==> config.mk <==
export PLATFORM = sky130hd
export DESIGN_NAME = asbf_formatter
export DESIGN_NICKNAME = d
export VERILOG_FILES = /design/src/hdl/asbf_fifo.v /design/src/hdl/asbf_formatter.v
export VERILOG_INCLUDE_DIRS = /design/src /design/src/hdl
export SDC_FILE = /design/constraint.sdc
export NUM_CORES = 1
export LEC_CHECK = 0
export ABC_CLOCK_PERIOD_IN_PS = 3300
export BUFFER_PORTS_ARGS = -buffer_cell sky130_fd_sc_hd__clkbuf_2
export CELL_PAD_IN_SITES_DETAIL_PLACEMENT = 1
export CELL_PAD_IN_SITES_GLOBAL_PLACEMENT = 1
export CORE_MARGIN = 2
export CORE_UTILIZATION = 40
export CTS_BUF_LIST = sky130_fd_sc_hd__clkbuf_8
export CTS_CLUSTER_SIZE = 24
export DETAILED_ROUTE_END_ITERATION = 10
export PLACE_DENSITY_LB_ADDON = 0.2
export SYNTH_ARGS = -nofsm -noshare
export SYNTH_HDL_FRONTEND = slang
export SYNTH_SLANG_ARGS = --single-unit
==> constraint.sdc <==
create_clock -name sys_clk_i -period 3.3 [get_ports sys_clk_i]
set_input_delay 0.33 -clock sys_clk_i [delete_from_list [all_inputs] [get_ports sys_clk_i]]
set_output_delay 0.33 -clock sys_clk_i [all_outputs]
set_load 0.005 [all_outputs]
==> src/hdl/asbf_defines.vh <==
`ifndef ASBF_DEFINES_VH
`define ASBF_DEFINES_VH

// Block geometry
`define ASBF_BLOCK_LAST 7'h4F
`define ASBF_ID_LAST 7'h02
`define ASBF_HDR_LAST 7'h07
`define ASBF_SC_LAST 7'h32
`define ASBF_VA_LAST 7'h4D
`define ASBF_BLOCKS_LAST 3'h5

// Position of each block in a sequence
`define ASBF_BLK_HEADER 3'h0
`define ASBF_BLK_SC0 3'h1
`define ASBF_BLK_SC1 3'h2
`define ASBF_BLK_VA0 3'h3
`define ASBF_BLK_VA1 3'h4

// Section type codes
`define ASBF_SCT_HEADER 3'h0
`define ASBF_SCT_SUBCODE 3'h1
`define ASBF_SCT_VIDEO_AUXILIARY 3'h2

// Unit sizes inside payloads
`define ASBF_SUBCODE_SYNC_BLOCK_POS_LAST 3'h7
`define ASBF_PACK_POS_LAST 3'h4
`define ASBF_SUBCODE_SYNC_BLOCK_PER_BLK 4'h6
`define ASBF_PACKS_PER_BLK 6'h0F

// Sequence counts
`define ASBF_SEQ_LAST_60 4'h9
`define ASBF_SEQ_LAST_50 4'hB
`define ASBF_HALF_60 4'h5
`define ASBF_HALF_50 4'h6

// Fixed byte values
`define ASBF_FILL 8'hFF
`define ASBF_APP_ID_KNOWN 3'h1
`define ASBF_APP_ID_UNKNOWN 3'h7
`define ASBF_PC0_TIME_CODE 8'h13
`define ASBF_PC0_BINARY_GROUP 8'h14
`define ASBF_PC0_VSRC 8'h60
`define ASBF_PC0_VSRC_CTRL 8'h61

// Pack numbers of the video source packs
`define ASBF_VS_EVEN 6'h27
`define ASBF_VSC_EVEN 6'h28
`define ASBF_VS_ODD 6'h00
`define ASBF_VSC_ODD 6'h01

// Output buffer
`define ASBF_FIFO_DEPTH 16
`define ASBF_FIFO_AW 4
`define ASBF_FIFO_W 9

`endif

==> src/hdl/asbf_fifo.v <==
`default_nettype none

module asbf_fifo #(
  parameter W = 9,
  parameter D = 16,
  parameter AW = 4
) (
  // Clock and reset
  input wire sys_clk_i,
  input wire rst_i,
  input wire ce_i,
  // Fill side
  input wire wr_valid_i,
  output wire wr_ready_o,
  input wire [W-1:0] wr_data_i,
  // Drain side
  output wire rd_valid_o,
  input wire rd_ready_i,
  output wire [W-1:0] rd_data_o
);

  reg [W-1:0] mem [0:D-1];
  reg [AW:0] wr_ptr;
  reg [AW:0] rd_ptr;
  wire full;
  wire empty;
  wire do_wr;
  wire do_rd;

  assign empty = (wr_ptr == rd_ptr);
  assign full = (wr_ptr[AW] != rd_ptr[AW]) &&
                (wr_ptr[AW-1:0] == rd_ptr[AW-1:0]);
  assign wr_ready_o = ~full;
  assign rd_valid_o = ~empty;
  assign rd_data_o = mem[rd_ptr[AW-1:0]];
  assign do_wr = ce_i & wr_valid_i & ~full;
  assign do_rd = ce_i & rd_ready_i & ~empty;

  always @(posedge sys_clk_i) begin
    if (do_wr) begin
      mem[wr_ptr[AW-1:0]] <= wr_data_i;
    end
  end

  always @(posedge sys_clk_i or posedge rst_i) begin
    if (rst_i) begin
      wr_ptr <= {(AW+1){1'b0}};
      rd_ptr <= {(AW+1){1'b0}};
    end else begin
      if (do_wr) begin
        wr_ptr <= wr_ptr + {{AW{1'b0}}, 1'b1};
      end
      if (do_rd) begin
        rd_ptr <= rd_ptr + {{AW{1'b0}}, 1'b1};
      end
    end
  end

endmodule // asbf_fifo

`default_nettype wire

==> src/hdl/asbf_formatter.v <==
// Function
// Each block is 80 bytes: 3 identifier bytes then 77 payload bytes.
// Header payload bytes 3 to 7 defined; bytes 8 to 79 all ones.
// Identifier byte 0 top three bits hold the section type code.
// Sequence count flag 0 for ten sequences, 1 for twelve.
// Application IDs are 001 for compatible source, all ones if unknown.
// Audio, video and subcode transmit flags: 0 valid, 1 invalid.
// Reserved bits in header, subcode and aux structures default to 1.
// Subcode blocks use section type code 001.
// Subcode payload: six 8-byte sync blocks then 29 reserved bytes.
// Sync block: 2 identifier bytes, one FFh byte, 5-byte pack.
// Sync id carries half flag, app ID per number, and sync number.
// Half flag 1 first half, 0 second half, 1 when unknown.
// Time code and binary group packs sit at fixed sync numbers.
// Time code and binary group contents constant through a frame.
// Time code pack header 13h, then BCD frames, seconds, minutes, hours.
// Time code flag bit positions differ between 60 Hz and 50 Hz.
// Binary group pack header 14h, odd group in low nibble.
// Video auxiliary blocks use section type code 010.
// Aux payload: fifteen 5-byte packs plus two FFh bytes.
// Source packs at 39/40 in even sequences, 0/1 in odd; rest FFh.
// With no aux data sent, packs are no-information, all FFh.
// Source pack header 60h, system bit, signal type, byte 4 bit 7 zero.
// Signal type codes select 1080, 1035 or 720 line formats.
// Source control header 61h with copy, display and field flags.
// Frame/field and first/second flags choose the output order.
// Change flag 1 when the picture differs, 0 when it repeats.
// Bytes leave one per clock with block start and valid qualifier.
`include "asbf_defines.vh"
`default_nettype none

module asbf_formatter (
  // Clock, reset, enable
  input wire sys_clk_i,
  input wire rst_i,
  input wire ce_i,
  // Sequence request
  input wire seq_start_i,
  input wire [3:0] seq_num_i,
  input wire [1:0] channel_i,
  output reg busy_o,
  output reg seq_refused_o,
  // Stream configuration
  input wire system_50hz_i,
  input wire source_known_i,
  input wire half_known_i,
  input wire audio_transmit_flag_i,
  input wire video_transmit_flag_i,
  input wire subcode_transmit_flag_i,
  // Time code and binary groups
  input wire [5:0] tc_frames_i,
  input wire [6:0] tc_seconds_i,
  input wire [6:0] tc_minutes_i,
  input wire [5:0] tc_hours_i,
  input wire colour_frame_flag_i,
  input wire drop_frame_flag_i,
  input wire polarity_correction_bit_i,
  input wire [2:0] group_flag_i,
  input wire [31:0] binary_groups_i,
  // Video auxiliary content
  input wire video_auxiliary_enable_i,
  input wire [4:0] signal_type_code_i,
  input wire [1:0] copy_code_i,
  input wire [2:0] display_code_i,
  input wire frame_field_flag_i,
  input wire first_second_flag_i,
  input wire change_flag_i,
  // Byte stream out
  output reg [7:0] stream_block_byte_o,
  output reg stream_block_start_o,
  output reg stream_block_valid_o,
  input wire stream_block_ready_i
);

  localparam ST_IDLE = 1'b0;
  localparam ST_RUN = 1'b1;

  reg state;
  reg [2:0] blk;
  reg [6:0] byte_cnt;
  reg [2:0] unit_pos;
  reg [3:0] unit_idx;
  reg [3:0] seq;
  reg [1:0] chan;

  // Per-frame copies so every time code, binary group and control flag byte of one frame matches
  reg [5:0] tc_frames;
  reg [6:0] tc_seconds;
  reg [6:0] tc_minutes;
  reg [5:0] tc_hours;
  reg tc_cf;
  reg tc_df;
  reg tc_pc;
  reg [2:0] tc_bgf;
  reg [31:0] bg_data;
  reg vsc_ff;
  reg vsc_fs;
  reg vsc_fc;

  reg [7:0] next_byte;
  wire gen_valid;
  wire fifo_wr_ready;
  wire fifo_rd_valid;
  wire fifo_rd_ready;
  wire [8:0] fifo_rd_data;
  wire take;
  wire seq_ok;
  wire is_subcode;
  wire is_video_auxiliary;
  wire first_half;
  wire [3:0] syb_num;
  wire [5:0] pack_num;
  wire [2:0] app_id;
  wire unit_last;

  function [2:0] sct_of;
    input [2:0] b;
    begin
      if (b == `ASBF_BLK_HEADER) begin
        sct_of = `ASBF_SCT_HEADER;
      end else if (b <= `ASBF_BLK_SC1) begin
        sct_of = `ASBF_SCT_SUBCODE;
      end else begin
        sct_of = `ASBF_SCT_VIDEO_AUXILIARY;
      end
    end
  endfunction

  // Block number inside its own section
  function [7:0] dbn_of;
    input [2:0] b;
    begin
      case (b)
        `ASBF_BLK_SC1: dbn_of = 8'h01;
        `ASBF_BLK_VA0: dbn_of = 8'h00;
        `ASBF_BLK_VA1: dbn_of = 8'h01;
        `ASBF_BLOCKS_LAST: dbn_of = 8'h02;
        default: dbn_of = 8'h00;
      endcase
    end
  endfunction

  // Time code pack byte; flag placement follows the system
  function [7:0] tc_byte;
    input [2:0] p;
    input sys50;
    begin
      case (p)
        3'h0: tc_byte = `ASBF_PC0_TIME_CODE;
        3'h1: tc_byte = {tc_cf, sys50 | tc_df, tc_frames};
        3'h2: tc_byte = {sys50 ? tc_bgf[0] : tc_pc, tc_seconds};
        3'h3: tc_byte = {sys50 ? tc_bgf[2] : tc_bgf[0], tc_minutes};
        3'h4: tc_byte = sys50 ? {tc_pc, tc_bgf[1], tc_hours} :
                                {tc_bgf[2], tc_bgf[1], tc_hours};
        default: tc_byte = `ASBF_FILL;
      endcase
    end
  endfunction

  function [7:0] bg_byte;
    input [2:0] p;
    begin
      case (p)
        3'h0: bg_byte = `ASBF_PC0_BINARY_GROUP;
        3'h1: bg_byte = bg_data[7:0];
        3'h2: bg_byte = bg_data[15:8];
        3'h3: bg_byte = bg_data[23:16];
        3'h4: bg_byte = bg_data[31:24];
        default: bg_byte = `ASBF_FILL;
      endcase
    end
  endfunction

  function [7:0] vs_byte;
    input [2:0] p;
    begin
      case (p)
        3'h0: vs_byte = `ASBF_PC0_VSRC;
        3'h3: vs_byte = {2'h3, system_50hz_i, signal_type_code_i};
        3'h4: vs_byte = 8'h7F;
        default: vs_byte = `ASBF_FILL;
      endcase
    end
  endfunction

  function [7:0] vsc_byte;
    input [2:0] p;
    begin
      case (p)
        3'h0: vsc_byte = `ASBF_PC0_VSRC_CTRL;
        3'h1: vsc_byte = {copy_code_i, 6'h3F};
        3'h2: vsc_byte = {4'hC, 1'b1, display_code_i};
        3'h3: vsc_byte = {vsc_ff, vsc_fs, vsc_fc, 3'h7, 2'h0};
        default: vsc_byte = `ASBF_FILL;
      endcase
    end
  endfunction

  assign seq_ok = (seq_num_i <= (system_50hz_i ? `ASBF_SEQ_LAST_50 :
                                                 `ASBF_SEQ_LAST_60));
  assign is_subcode = (sct_of(blk) == `ASBF_SCT_SUBCODE);
  assign is_video_auxiliary = (sct_of(blk) == `ASBF_SCT_VIDEO_AUXILIARY);
  // Unknown half is sent as all ones, so it is laid out as first half
  assign first_half = ~half_known_i |
    (seq < (system_50hz_i ? `ASBF_HALF_50 : `ASBF_HALF_60));
  assign syb_num = (blk == `ASBF_BLK_SC1) ?
    unit_idx + `ASBF_SUBCODE_SYNC_BLOCK_PER_BLK : unit_idx;
  assign pack_num = (blk == `ASBF_BLK_VA0) ? {2'h0, unit_idx} :
                    (blk == `ASBF_BLK_VA1) ?
                    `ASBF_PACKS_PER_BLK + {2'h0, unit_idx} :
                    `ASBF_PACKS_PER_BLK + `ASBF_PACKS_PER_BLK +
                    {2'h0, unit_idx};
  assign app_id = source_known_i ? `ASBF_APP_ID_KNOWN :
                                   `ASBF_APP_ID_UNKNOWN;
  assign unit_last = is_subcode ? (unit_pos == `ASBF_SUBCODE_SYNC_BLOCK_POS_LAST) :
                                  (unit_pos == `ASBF_PACK_POS_LAST);
  assign gen_valid = (state == ST_RUN);
  assign take = ce_i & gen_valid & fifo_wr_ready;

  always @* begin
    next_byte = `ASBF_FILL;
    if (byte_cnt == 7'h00) begin
      next_byte = {sct_of(blk), 1'b1, 4'hF};
    end else if (byte_cnt == 7'h01) begin
      next_byte = {seq, chan[0], ~chan[1], 2'h3};
    end else if (byte_cnt == `ASBF_ID_LAST) begin
      next_byte = dbn_of(blk);
    end else if (blk == `ASBF_BLK_HEADER) begin
      case (byte_cnt)
        7'h03: next_byte = {system_50hz_i, 1'b0, 6'h3F};
        7'h04: next_byte = {5'h1F, app_id};
        7'h05: next_byte = {audio_transmit_flag_i, 4'hF, app_id};
        7'h06: next_byte = {video_transmit_flag_i, 4'hF, app_id};
        7'h07: next_byte = {subcode_transmit_flag_i, 4'hF, app_id};
        default: next_byte = `ASBF_FILL;
      endcase
    end else if (is_subcode && byte_cnt <= `ASBF_SC_LAST) begin
      case (unit_pos)
        3'h0: begin
          if (syb_num == 4'h0 || syb_num == 4'h6) begin
            next_byte = {first_half, app_id, 4'hF};
          end else if (syb_num == 4'hB) begin
            next_byte = {first_half, app_id, 4'hF};
          end else begin
            next_byte = {first_half, 7'h7F};
          end
        end
        3'h1: next_byte = {4'hF, syb_num};
        3'h2: next_byte = `ASBF_FILL;
        default: begin
          if (syb_num == 4'h3 || syb_num == 4'h9 ||
              (first_half && (syb_num == 4'h5 || syb_num == 4'hB))) begin
            next_byte = tc_byte(unit_pos - 3'h3, system_50hz_i);
          end else if (first_half &&
                       (syb_num == 4'h4 || syb_num == 4'hA)) begin
            next_byte = bg_byte(unit_pos - 3'h3);
          end else begin
            next_byte = `ASBF_FILL;
          end
        end
      endcase
    end else if (is_video_auxiliary && byte_cnt <= `ASBF_VA_LAST &&
                 video_auxiliary_enable_i) begin
      if (pack_num == (seq[0] ? `ASBF_VS_ODD : `ASBF_VS_EVEN)) begin
        next_byte = vs_byte(unit_pos);
      end else if (pack_num == (seq[0] ? `ASBF_VSC_ODD :
                                         `ASBF_VSC_EVEN)) begin
        next_byte = vsc_byte(unit_pos);
      end else begin
        next_byte = `ASBF_FILL;
      end
    end
  end

  // Sequence walker
  always @(posedge sys_clk_i or posedge rst_i) begin
    if (rst_i) begin
      state <= ST_IDLE;
      blk <= 3'h0;
      byte_cnt <= 7'h00;
      unit_pos <= 3'h0;
      unit_idx <= 4'h0;
      seq <= 4'h0;
      chan <= 2'h0;
      busy_o <= 1'b0;
      seq_refused_o <= 1'b0;
    end else if (ce_i) begin
      seq_refused_o <= 1'b0;
      case (state)
        ST_IDLE: begin
          if (seq_start_i && seq_ok) begin
            state <= ST_RUN;
            busy_o <= 1'b1;
            seq <= seq_num_i;
            chan <= channel_i;
            blk <= 3'h0;
            byte_cnt <= 7'h00;
          end else if (seq_start_i) begin
            seq_refused_o <= 1'b1;
          end
        end
        ST_RUN: begin
          if (take) begin
            if (byte_cnt == `ASBF_BLOCK_LAST) begin
              byte_cnt <= 7'h00;
              if (blk == `ASBF_BLOCKS_LAST) begin
                state <= ST_IDLE;
                busy_o <= 1'b0;
              end else begin
                blk <= blk + 3'h1;
              end
            end else begin
              byte_cnt <= byte_cnt + 7'h01;
            end
            if (byte_cnt == `ASBF_ID_LAST) begin
              unit_pos <= 3'h0;
              unit_idx <= 4'h0;
            end else if (unit_last) begin
              unit_pos <= 3'h0;
              unit_idx <= unit_idx + 4'h1;
            end else begin
              unit_pos <= unit_pos + 3'h1;
            end
          end
        end
        default: state <= ST_IDLE;
      endcase
    end
  end

  // Frame content captured at sequence 0 only
  always @(posedge sys_clk_i or posedge rst_i) begin
    if (rst_i) begin
      tc_frames <= 6'h3F;
      tc_seconds <= 7'h7F;
      tc_minutes <= 7'h7F;
      tc_hours <= 6'h3F;
      tc_cf <= 1'b1;
      tc_df <= 1'b1;
      tc_pc <= 1'b1;
      tc_bgf <= 3'h7;
      bg_data <= 32'hFFFFFFFF;
      vsc_ff <= 1'b1;
      vsc_fs <= 1'b1;
      vsc_fc <= 1'b1;
    end else if (ce_i && state == ST_IDLE && seq_start_i && seq_ok &&
                 seq_num_i == 4'h0) begin
      tc_frames <= tc_frames_i;
      tc_seconds <= tc_seconds_i;
      tc_minutes <= tc_minutes_i;
      tc_hours <= tc_hours_i;
      tc_cf <= colour_frame_flag_i;
      tc_df <= drop_frame_flag_i;
      tc_pc <= polarity_correction_bit_i;
      tc_bgf <= group_flag_i;
      bg_data <= binary_groups_i;
      vsc_ff <= frame_field_flag_i;
      vsc_fs <= first_second_flag_i;
      vsc_fc <= change_flag_i;
    end
  end

  // Buffer lets the walker run ahead while the consumer stalls
  asbf_fifo #(
    .W(`ASBF_FIFO_W),
    .D(`ASBF_FIFO_DEPTH),
    .AW(`ASBF_FIFO_AW)
  ) u_fifo (
    .sys_clk_i(sys_clk_i),
    .rst_i(rst_i),
    .ce_i(ce_i),
    .wr_valid_i(gen_valid),
    .wr_ready_o(fifo_wr_ready),
    .wr_data_i({byte_cnt == 7'h00, next_byte}),
    .rd_valid_o(fifo_rd_valid),
    .rd_ready_i(fifo_rd_ready),
    .rd_data_o(fifo_rd_data)
  );

  assign fifo_rd_ready = ~stream_block_valid_o | stream_block_ready_i;

  // Registered output stage
  always @(posedge sys_clk_i or posedge rst_i) begin
    if (rst_i) begin
      stream_block_byte_o <= 8'h00;
      stream_block_start_o <= 1'b0;
      stream_block_valid_o <= 1'b0;
    end else if (ce_i && fifo_rd_ready) begin
      stream_block_valid_o <= fifo_rd_valid;
      stream_block_byte_o <= fifo_rd_valid ? fifo_rd_data[7:0] : 8'h00;
      stream_block_start_o <= fifo_rd_valid & fifo_rd_data[8];
    end
  end

endmodule // asbf_formatter

`default_nettype wire
==> summary.md, run 1 <==
| Metric | Value |
|---|---|
| Reg-to-reg critical path endpoint | u_fifo.mem[3][1]$_DFFE_PP_ |
| CTS tree | done |
| Row cnt | 64 |
| Syn_area_per_cell | 13.8 µm² |
| Post-Synthesis Cell Area | 12400 µm² |
| Hold_sp | tc_frames_i[3] |
| Worst Path Max Fanout | 16 |
| Final Total Pwr | 0.0138 W |
| Final WL | 36500 µm |
| Reg2reg setup slack | 0.10 ns |
| Max VDD drop | 543 µV |
| Yosys warns | 0 |
| CTS sink count | 257 |
| FILL cells | 3142 |
| Nature of the critical path endpoint | flop |
| Rel. slew slack | 40.6% |
| Vias in the first global route | 9604 |
| DRC Markers | 0 |
| Async SR Flop Fraction | 44.0% |
| Final hold slack | 0.0286 ns |
| Top post-synthesis cells by area | edfxtp_1, dfstp_2, dfrtp_1 |
| DR pass1 iterations | 4 |
| Nets | 1290 |
| Post-synth EDFFs | 144 |
| Die height | 180 µm |
| Largest net degree at the start of global routing | 71 |
| MaxCap Viol Count | 0 |
| Area grow syn2layout | 25.9% |
| GRT Residual Overflow | 0 |
| Synthesis-stage register bit count | 257 |
| FMAX | 0.313 GHz |
| CTS root buf | clkbuf_8 |
| Mapped Nets | 1029 |
| Iteration-0 DRC Markers | 417 |
| Vias/cell | 5.41 |
| Layout Skew | 0.0345 ns |
| Reg2reg start | unit_idx[1]$_DFFE_PP0P_ |
| Initial antenna violation count | 1 |
| Cell variety after synth | 77 |
| Post-synth top area share | 34.8% |
| Hold Violations, Final | 0 |
| Status | finished clean |
| Leakage power | 6.21 nW |
| Wire per inst | 22.9 µm |
| H-tree depth | 2 |
| Core area | 30600 µm² |
| Area leader, netlist | edfxtp_1 |
| Final Cell Area | 15600 µm² |
| First-pass GRT wire length | 57100 µm |
| CTS buffer count | 44 |
| Share of cells above drive strength 1 | 40.0% |
| Clock buffer depth | 3 |
| Clock slew at reported path FFs | 0.06 ns |
| Fin crit period | 3.20 ns |
| Port bufs | 106 |
| WHS Endpoint | tc_frames[3]$_DFFE_PP1P_ |
| GR Util All Layers | 22.9% |
| IO Pins | 107 |
| Die Width | 180 µm |
| Most frequent cell after synthesis | edfxtp_1 |
| Antenna-violating nets left | 0 |
| Placed cell area | 14000 µm² |
| Post-synthesis sequential area ratio | 58.2% |
| Final Setup Violations | 0 |
| DR vias | 8630 |
| CP Data Required Time | 3.52 ns |
| Arrival time at the worst endpoint | 3.41 ns |
| Hold path depth | 2 |
| Worst slew pin tran | 0.883 ns |
| Post-detail-place hpwl | 24500 µm |
| Worst Path Class, Setup | flop to flop |
| Synthesized instance count | 903 |
| Worst-Skew Late Latency | 0.57 ns |
| Post-synth top cells | edfxtp_1, mux2_2, nand2_1 |
| Initial Utilization | 40.6% |
| Final Slew Violations | 0 |
| Cell Pwr Density | 880 nW/µm² |
| Tcrit/Tclk final | 96.8% |
| Hold Path Class | primary input to flop |
| Synth Flop Type | edfxtp_1 |
| Fin util | 51.1% |
| Critical Path Start Type | flop |
| Die area | 32500 µm² |
| R2R depth | 11 |
| Placer Congestion | 0.875 |
## per-stage QoR
stage,setup WS (ns),std cells,setup TNS [ns]
2_1_floorplan,0.0300,903,0
4_1_cts,0.000409,1590,0
3_5_place_dp,-0.139,1446,-3.06
6_report,0.104,1594,0
5_1_grt,-0.0108,1594,-0.112
3_3_place_gp,-0.0409,1446,-0.651
## cell usage in the layout (no fill, tap or decap), types with 5 or more instances in the layout
master	n
edfxtp_1	144
clkbuf_2	106
buf_4	92
mux2_2	71
nand2_1	67
dfstp_2	67
dlygate4sd3_1	63
mux4_2	47
clkbuf_8	46
dfrtp_1	45
nor2_1	44
inv_1	33
o21ai_0	31
a22oi_1	27
ha_1	27
a21oi_1	24
and2_1	22
nand3_1	19
nor2b_1	17
nor3_1	12
a22o_1	11
xnor2_1	10
a211oi_1	10
clkinv_1	10
xor2_1	8
mux2i_1	7
and3_1	7
clkinv_2	7
nand2b_1	6
o211ai_1	5
nand4_1	5
buf_12	5
## registers in the layout, indices dropped and copies added, names as in the netlist, 2 cells and up
signal / count
u_fifo.rd_ptr: 5
unit_idx: 4
byte_cnt: 7
tc_minutes: 7
chan: 2
tc_frames: 6
bg_data: 32
unit_pos: 3
seq: 4
tc_hours: 6
u_fifo.mem: 144
blk: 3
u_fifo.wr_ptr: 5
stream_block_byte_o: 8
tc_seconds: 7
tc_bgf: 3
## cell families (layout without fill, tap and decap cells)
logic type,after synthesis,after routing,share of synthesized area (%)
other,0,1,0
AOI/OAI and AO/OA,165,166,9.39
adders and majority gates,31,31,3.12
xor gates and xnor gates,18,18,1.27
DFF,257,257,58.2
and+or+nand+nor,231,231,9.90
buffers and inverters,75,368,2.48
muxes,126,126,15.6
## cell type report
type	count	area [µm²]	area share, %
Clock inverter	33	174	1.11
Inverter	23	88.8	0.568
Sequential cell	257	7240	46.3
Timing Repair Buffer	266	1950	12.5
Antenna cell	1	2.50	0.0160
Tap cell	396	495	3.17
Clock buffer	46	633	4.05
Multi-Input combinational cell	572	5060	32.3
## where the power goes
group | internal, W | switching [W]
clock | 0.00138 | 0.00131
sequential | 0.00459 | 0.000369
combinational | 0.00266 | 0.00345
## worst max-delay path, stage by stage (launching register included)
cell and delay (ns):
dfrtp_1 0.39, inv_2 0.08, ha_4 0.15, ha_4 0.20, or2_1 0.23, mux4_2 0.46
or3_4 0.43, nor2_8 0.10, buf_4 0.13, a31oi_1 0.09, o221ai_1 0.33, o32ai_4 0.25
## what timing repair did
item | in CTS | in global routing
buffers inserted | 1 | 3
endpoints found under the hold margin | 105 | 0
pin swaps | 2 | 4
hold buffers | 63 | 0
gates cloned | 1 | 0
endpoints found under the setup margin | 80 | 128
gates resized for setup | 7 | 15
## routing by layer
metal / track usage, % / share of wire, % / vias up
met5: 0 / 0 / -
met4: 6.45 / 2.3 / 0
met3: 3.86 / 4.1 / 54
met2: 40.1 / 50 / 194
met1: 29.2 / 43 / 4411
li1: - / - / 3971
## worst max path at each step
stage / start / end / slack (ns)
after floorplan: unit_idx[1]$_DFFE_PP0P_ / u_fifo.mem[0][0]$_DFFE_PP_ / 0.03
after global placement: blk[1]$_DFFE_PP0P_ / u_fifo.mem[4][2]$_DFFE_PP_ / -0.04
after detailed placement: blk[1]$_DFFE_PP0P_ / u_fifo.mem[5][2]$_DFFE_PP_ / -0.14
after CTS: blk[1]$_DFFE_PP0P_ / u_fifo.mem[9][0]$_DFFE_PP_ / 0.0004
after global routing: blk[0]$_DFFE_PP0P_ / u_fifo.mem[1][3]$_DFFE_PP_ / -0.01
final: unit_idx[1]$_DFFE_PP0P_ / u_fifo.mem[3][1]$_DFFE_PP_ / 0.10
(Power assumes the default switching activity.)
==> run 2, diff against run 1 <==
--- a/config.mk
+++ b/config.mk
@@ -10,12 +10,12 @@
 export BUFFER_PORTS_ARGS = -buffer_cell sky130_fd_sc_hd__clkbuf_2
 export CELL_PAD_IN_SITES_DETAIL_PLACEMENT = 1
 export CELL_PAD_IN_SITES_GLOBAL_PLACEMENT = 1
-export CORE_MARGIN = 2
 export CORE_UTILIZATION = 40
 export CTS_BUF_LIST = sky130_fd_sc_hd__clkbuf_8
 export CTS_CLUSTER_SIZE = 24
 export DETAILED_ROUTE_END_ITERATION = 10
 export PLACE_DENSITY_LB_ADDON = 0.2
+export REMOVE_ABC_BUFFERS = 1
 export SYNTH_ARGS = -nofsm -noshare
 export SYNTH_HDL_FRONTEND = slang
 export SYNTH_SLANG_ARGS = --single-unit
==> run 2 against run 1 <==
Compared with the run above:
- clock skew decreased by 0.0046 ns
- flip-flop and latch count unchanged
- non-clock buffer count decreased by 25
- critical path depth unchanged
- die area decreased by 2.2%
- maximum frequency decreased by 2.3%
- combinational power decreased by 7.4%
==> summary.md, run 2 (synthesis gave the netlist of run 1 again) <==
| Metric | Value |
|---|---|
| Die height | 178 µm (-1.1%) |
| CP Cell Sequence | inv_2, ha_4, ha_4, or2_1, mux4_2, or3_4, nor2_8, a31oi_1, o221ai_1, o32ai_1, buf_4 |
| Final hold slack | 0.0187 ns (-0.00998 ns) |
| Area grow syn2layout | 24.1% |
| Die Width | 178 µm (-1.1%) |
| DR pass1 iterations | 7 (+3) |
| Clock slew at reported path FFs | 0.06 ns (about the same) |
| Worst slew pin tran | 0.952 ns (+0.0682 ns) |
| Placed cell area | 13800 µm² (-1.8%) |
| Port bufs | 106 (unchanged) |
| Row cnt | 64 (unchanged) |
| Hold Path Class | primary input to flop |
| CTS buffer count | 45 (+2.3%) |
| Tcrit/Tclk final | 99.2% (+2.3 points) |
| Initial Utilization | 40.6% (unchanged) |
| Vias/cell | 5.41 (-0.12%) |
| Pre-CTS WS | -0.00855 ns (+0.131 ns) |
| Iteration-0 DRC Markers | 535 (+28%) |
| Rel. slew slack | 36.3% (-4.3 points) |
| Critical Path Start Type | flop |
| Cell Pwr Density | 875 nW/µm² (-0.55%) |
| Top sig layer | met4 |
| GR Util All Layers | 22.5% (-0.34 points) |
| Final Cell Area | 15400 µm² (-1.5%) |
| Worst Path Max Fanout | 16 (unchanged) |
| FMAX | 0.306 GHz (-2.3%) |
| Cell mode on critical path | ha_4 |
| Worst Path Class, Setup | flop to flop |
| Commonest non-fill, non-tap cell in the layout | edfxtp_1 |
| CP max stage delay | 0.46 ns (about the same) |
| Final WL | 34700 µm (-5.0%) |
| Final Setup Violations | 0 (unchanged) |
| Wire per inst | 22.1 µm (-3.5%) |
| Max reg flops | 144 (unchanged) |
| CP Data Required Time | 3.58 ns (+0.06 ns) |
| Antenna-violating nets left | 0 (unchanged) |
| Wire length on met3 | 1250 µm (-16%) |
| Layout Skew | 0.0299 ns (-0.00458 ns) |
| DR vias | 8490 (-1.6%) |
| Crit-path slowest cell | or3_4 |
| First-pass GRT wire length | 53500 µm (-6.4%) |
| Worst-Skew Late Latency | 0.57 ns (about the same) |
| CTS root buf | clkbuf_8 |
| Max VDD drop | 355 µV (-35%) |
| CTS sink count | 257 (unchanged) |
| Placer Congestion | 0.908 (+3.8%) |
| Share of cells above drive strength 1 | 38.8% (-1.3 points) |
| Largest net degree at the start of global routing | 75 (+5.6%) |
| IO Pins | 107 (unchanged) |
| Vias in the first global route | 9254 (-3.6%) |
| Leakage power | 6.10 nW (-1.8%) |
| Nets | 1265 (-1.9%) |
| H-tree depth | 2 (unchanged) |
| Core area | 30600 µm² (unchanged) |
| MaxCap Viol Count | 0 (unchanged) |
| Status | finished clean |
| Arrival time at the worst endpoint | 3.56 ns (+0.15 ns) |
| Worst Path Buf+Inv | 2 (unchanged) |
| Final worst slack | 0.0274 ns (-0.0766 ns) |
| Fin util | 50.4% (-0.75 points) |
| Clock buffer depth | 3 (unchanged) |
| Nature of the critical path endpoint | flop |
| CTS tree | done |
| Fin crit period | 3.27 ns (+0.0766 ns) |
| CP delay by family, top | simple AND/OR/NAND/NOR gates |
| Commonest cells after routing, fill and taps aside | edfxtp_1, clkbuf_2, mux2_2 |
| Met2 wire len | 17700 µm (-3.7%) |
| Post-detail-place hpwl | 23500 µm (-4.2%) |
| Die area | 31800 µm² (-2.2%) |
| WL met1 | 14700 µm (-6.8%) |
| Hold Violations, Final | 0 (unchanged) |
| # diodes | 0 (-1) |
| Initial antenna violation count | 0 (-1) |
| Final Slew Violations | 0 (unchanged) |
| GRT Residual Overflow | 0 (unchanged) |
| DRC Markers | 0 (unchanged) |
==> run 2: metrics by stage <==
step	total power, W	std cells	setup TNS, ns
after CTS	0.0134	1564	0
after detailed placement	0.0104	1420	-0.133
after floorplan	0.00836	851	-18.80
after global routing	0.0143	1570	-0.118
final	0.0135	1570	0
after global placement	0.0103	1420	0
==> run 2: path summary, 6_finish.rpt <==
path                       cells after the start                           to                    start  slack [ns]
min in group asynchronous                      3      byte_cnt[1]$_DFFE_PP0P_                    rst_i        0.35
max                                           11  u_fifo.mem[13][1]$_DFFE_PP_  unit_idx[1]$_DFFE_PP0P_        0.03
max in group asynchronous                      4      bg_data[20]$_DFFE_PP1P_                    rst_i        2.11
min reg2reg                                    1           busy_o$_DFFE_PP0P_       busy_o$_DFFE_PP0P_        0.50
min                                            2     tc_frames[2]$_DFFE_PP1P_           tc_frames_i[2]        0.02
max reg2reg                                   11  u_fifo.mem[13][1]$_DFFE_PP_  unit_idx[1]$_DFFE_PP0P_        0.03
==> run 2: cell type report <==
type | instances | area [µm²]
fillers | 3116 | 15200
flip-flops and latches | 257 | 7240
multi-input cells | 571 | 4970
repair buffers | 241 | 1740
clock buffers | 48 | 661
well taps | 396 | 495
clock inverters | 34 | 215
inverters | 23 | 88.8
==> run 2: power breakdown <==
| group | total [W] | internal, W | switching, W | leakage, nW |
|---|---|---|---|---|
| Sequential | 0.00494 | 0.00458 | 0.000360 | 2.53 |
| Combinational | 0.00566 | 0.00242 | 0.00324 | 3.07 |
| Clock | 0.00288 | 0.00152 | 0.00136 | 0.499 |
==> run 2: metal layers <==
metal	vias to the layer above	GRT usage [%]
li1	3926	-
met1	4301	28.7
met2	194	39.1
met3	69	3.58
met4	0	7.20
met5	-	0
==> run 2: worst register-to-register path, stage by stage, from the launching register on <==
cell and delay, ns:
dfrtp_1 0.40, inv_2 0.12, ha_4 0.17, ha_4 0.19, or2_1 0.23, mux4_2 0.45
or3_4 0.46, nor2_8 0.17, a31oi_1 0.10, o221ai_1 0.32, o32ai_1 0.16, buf_4 0.21
==> run 2: timing repair <==
action / CTS / global route
pin swaps: 1 / 4
setup buffers: 0 / 5
resized for setup: 1 / 19
cloned: 0 / 1
hold endpoints to repair: 100 / 0
setup endpoints to repair: 32 / 96
hold buffers: 62 / 0
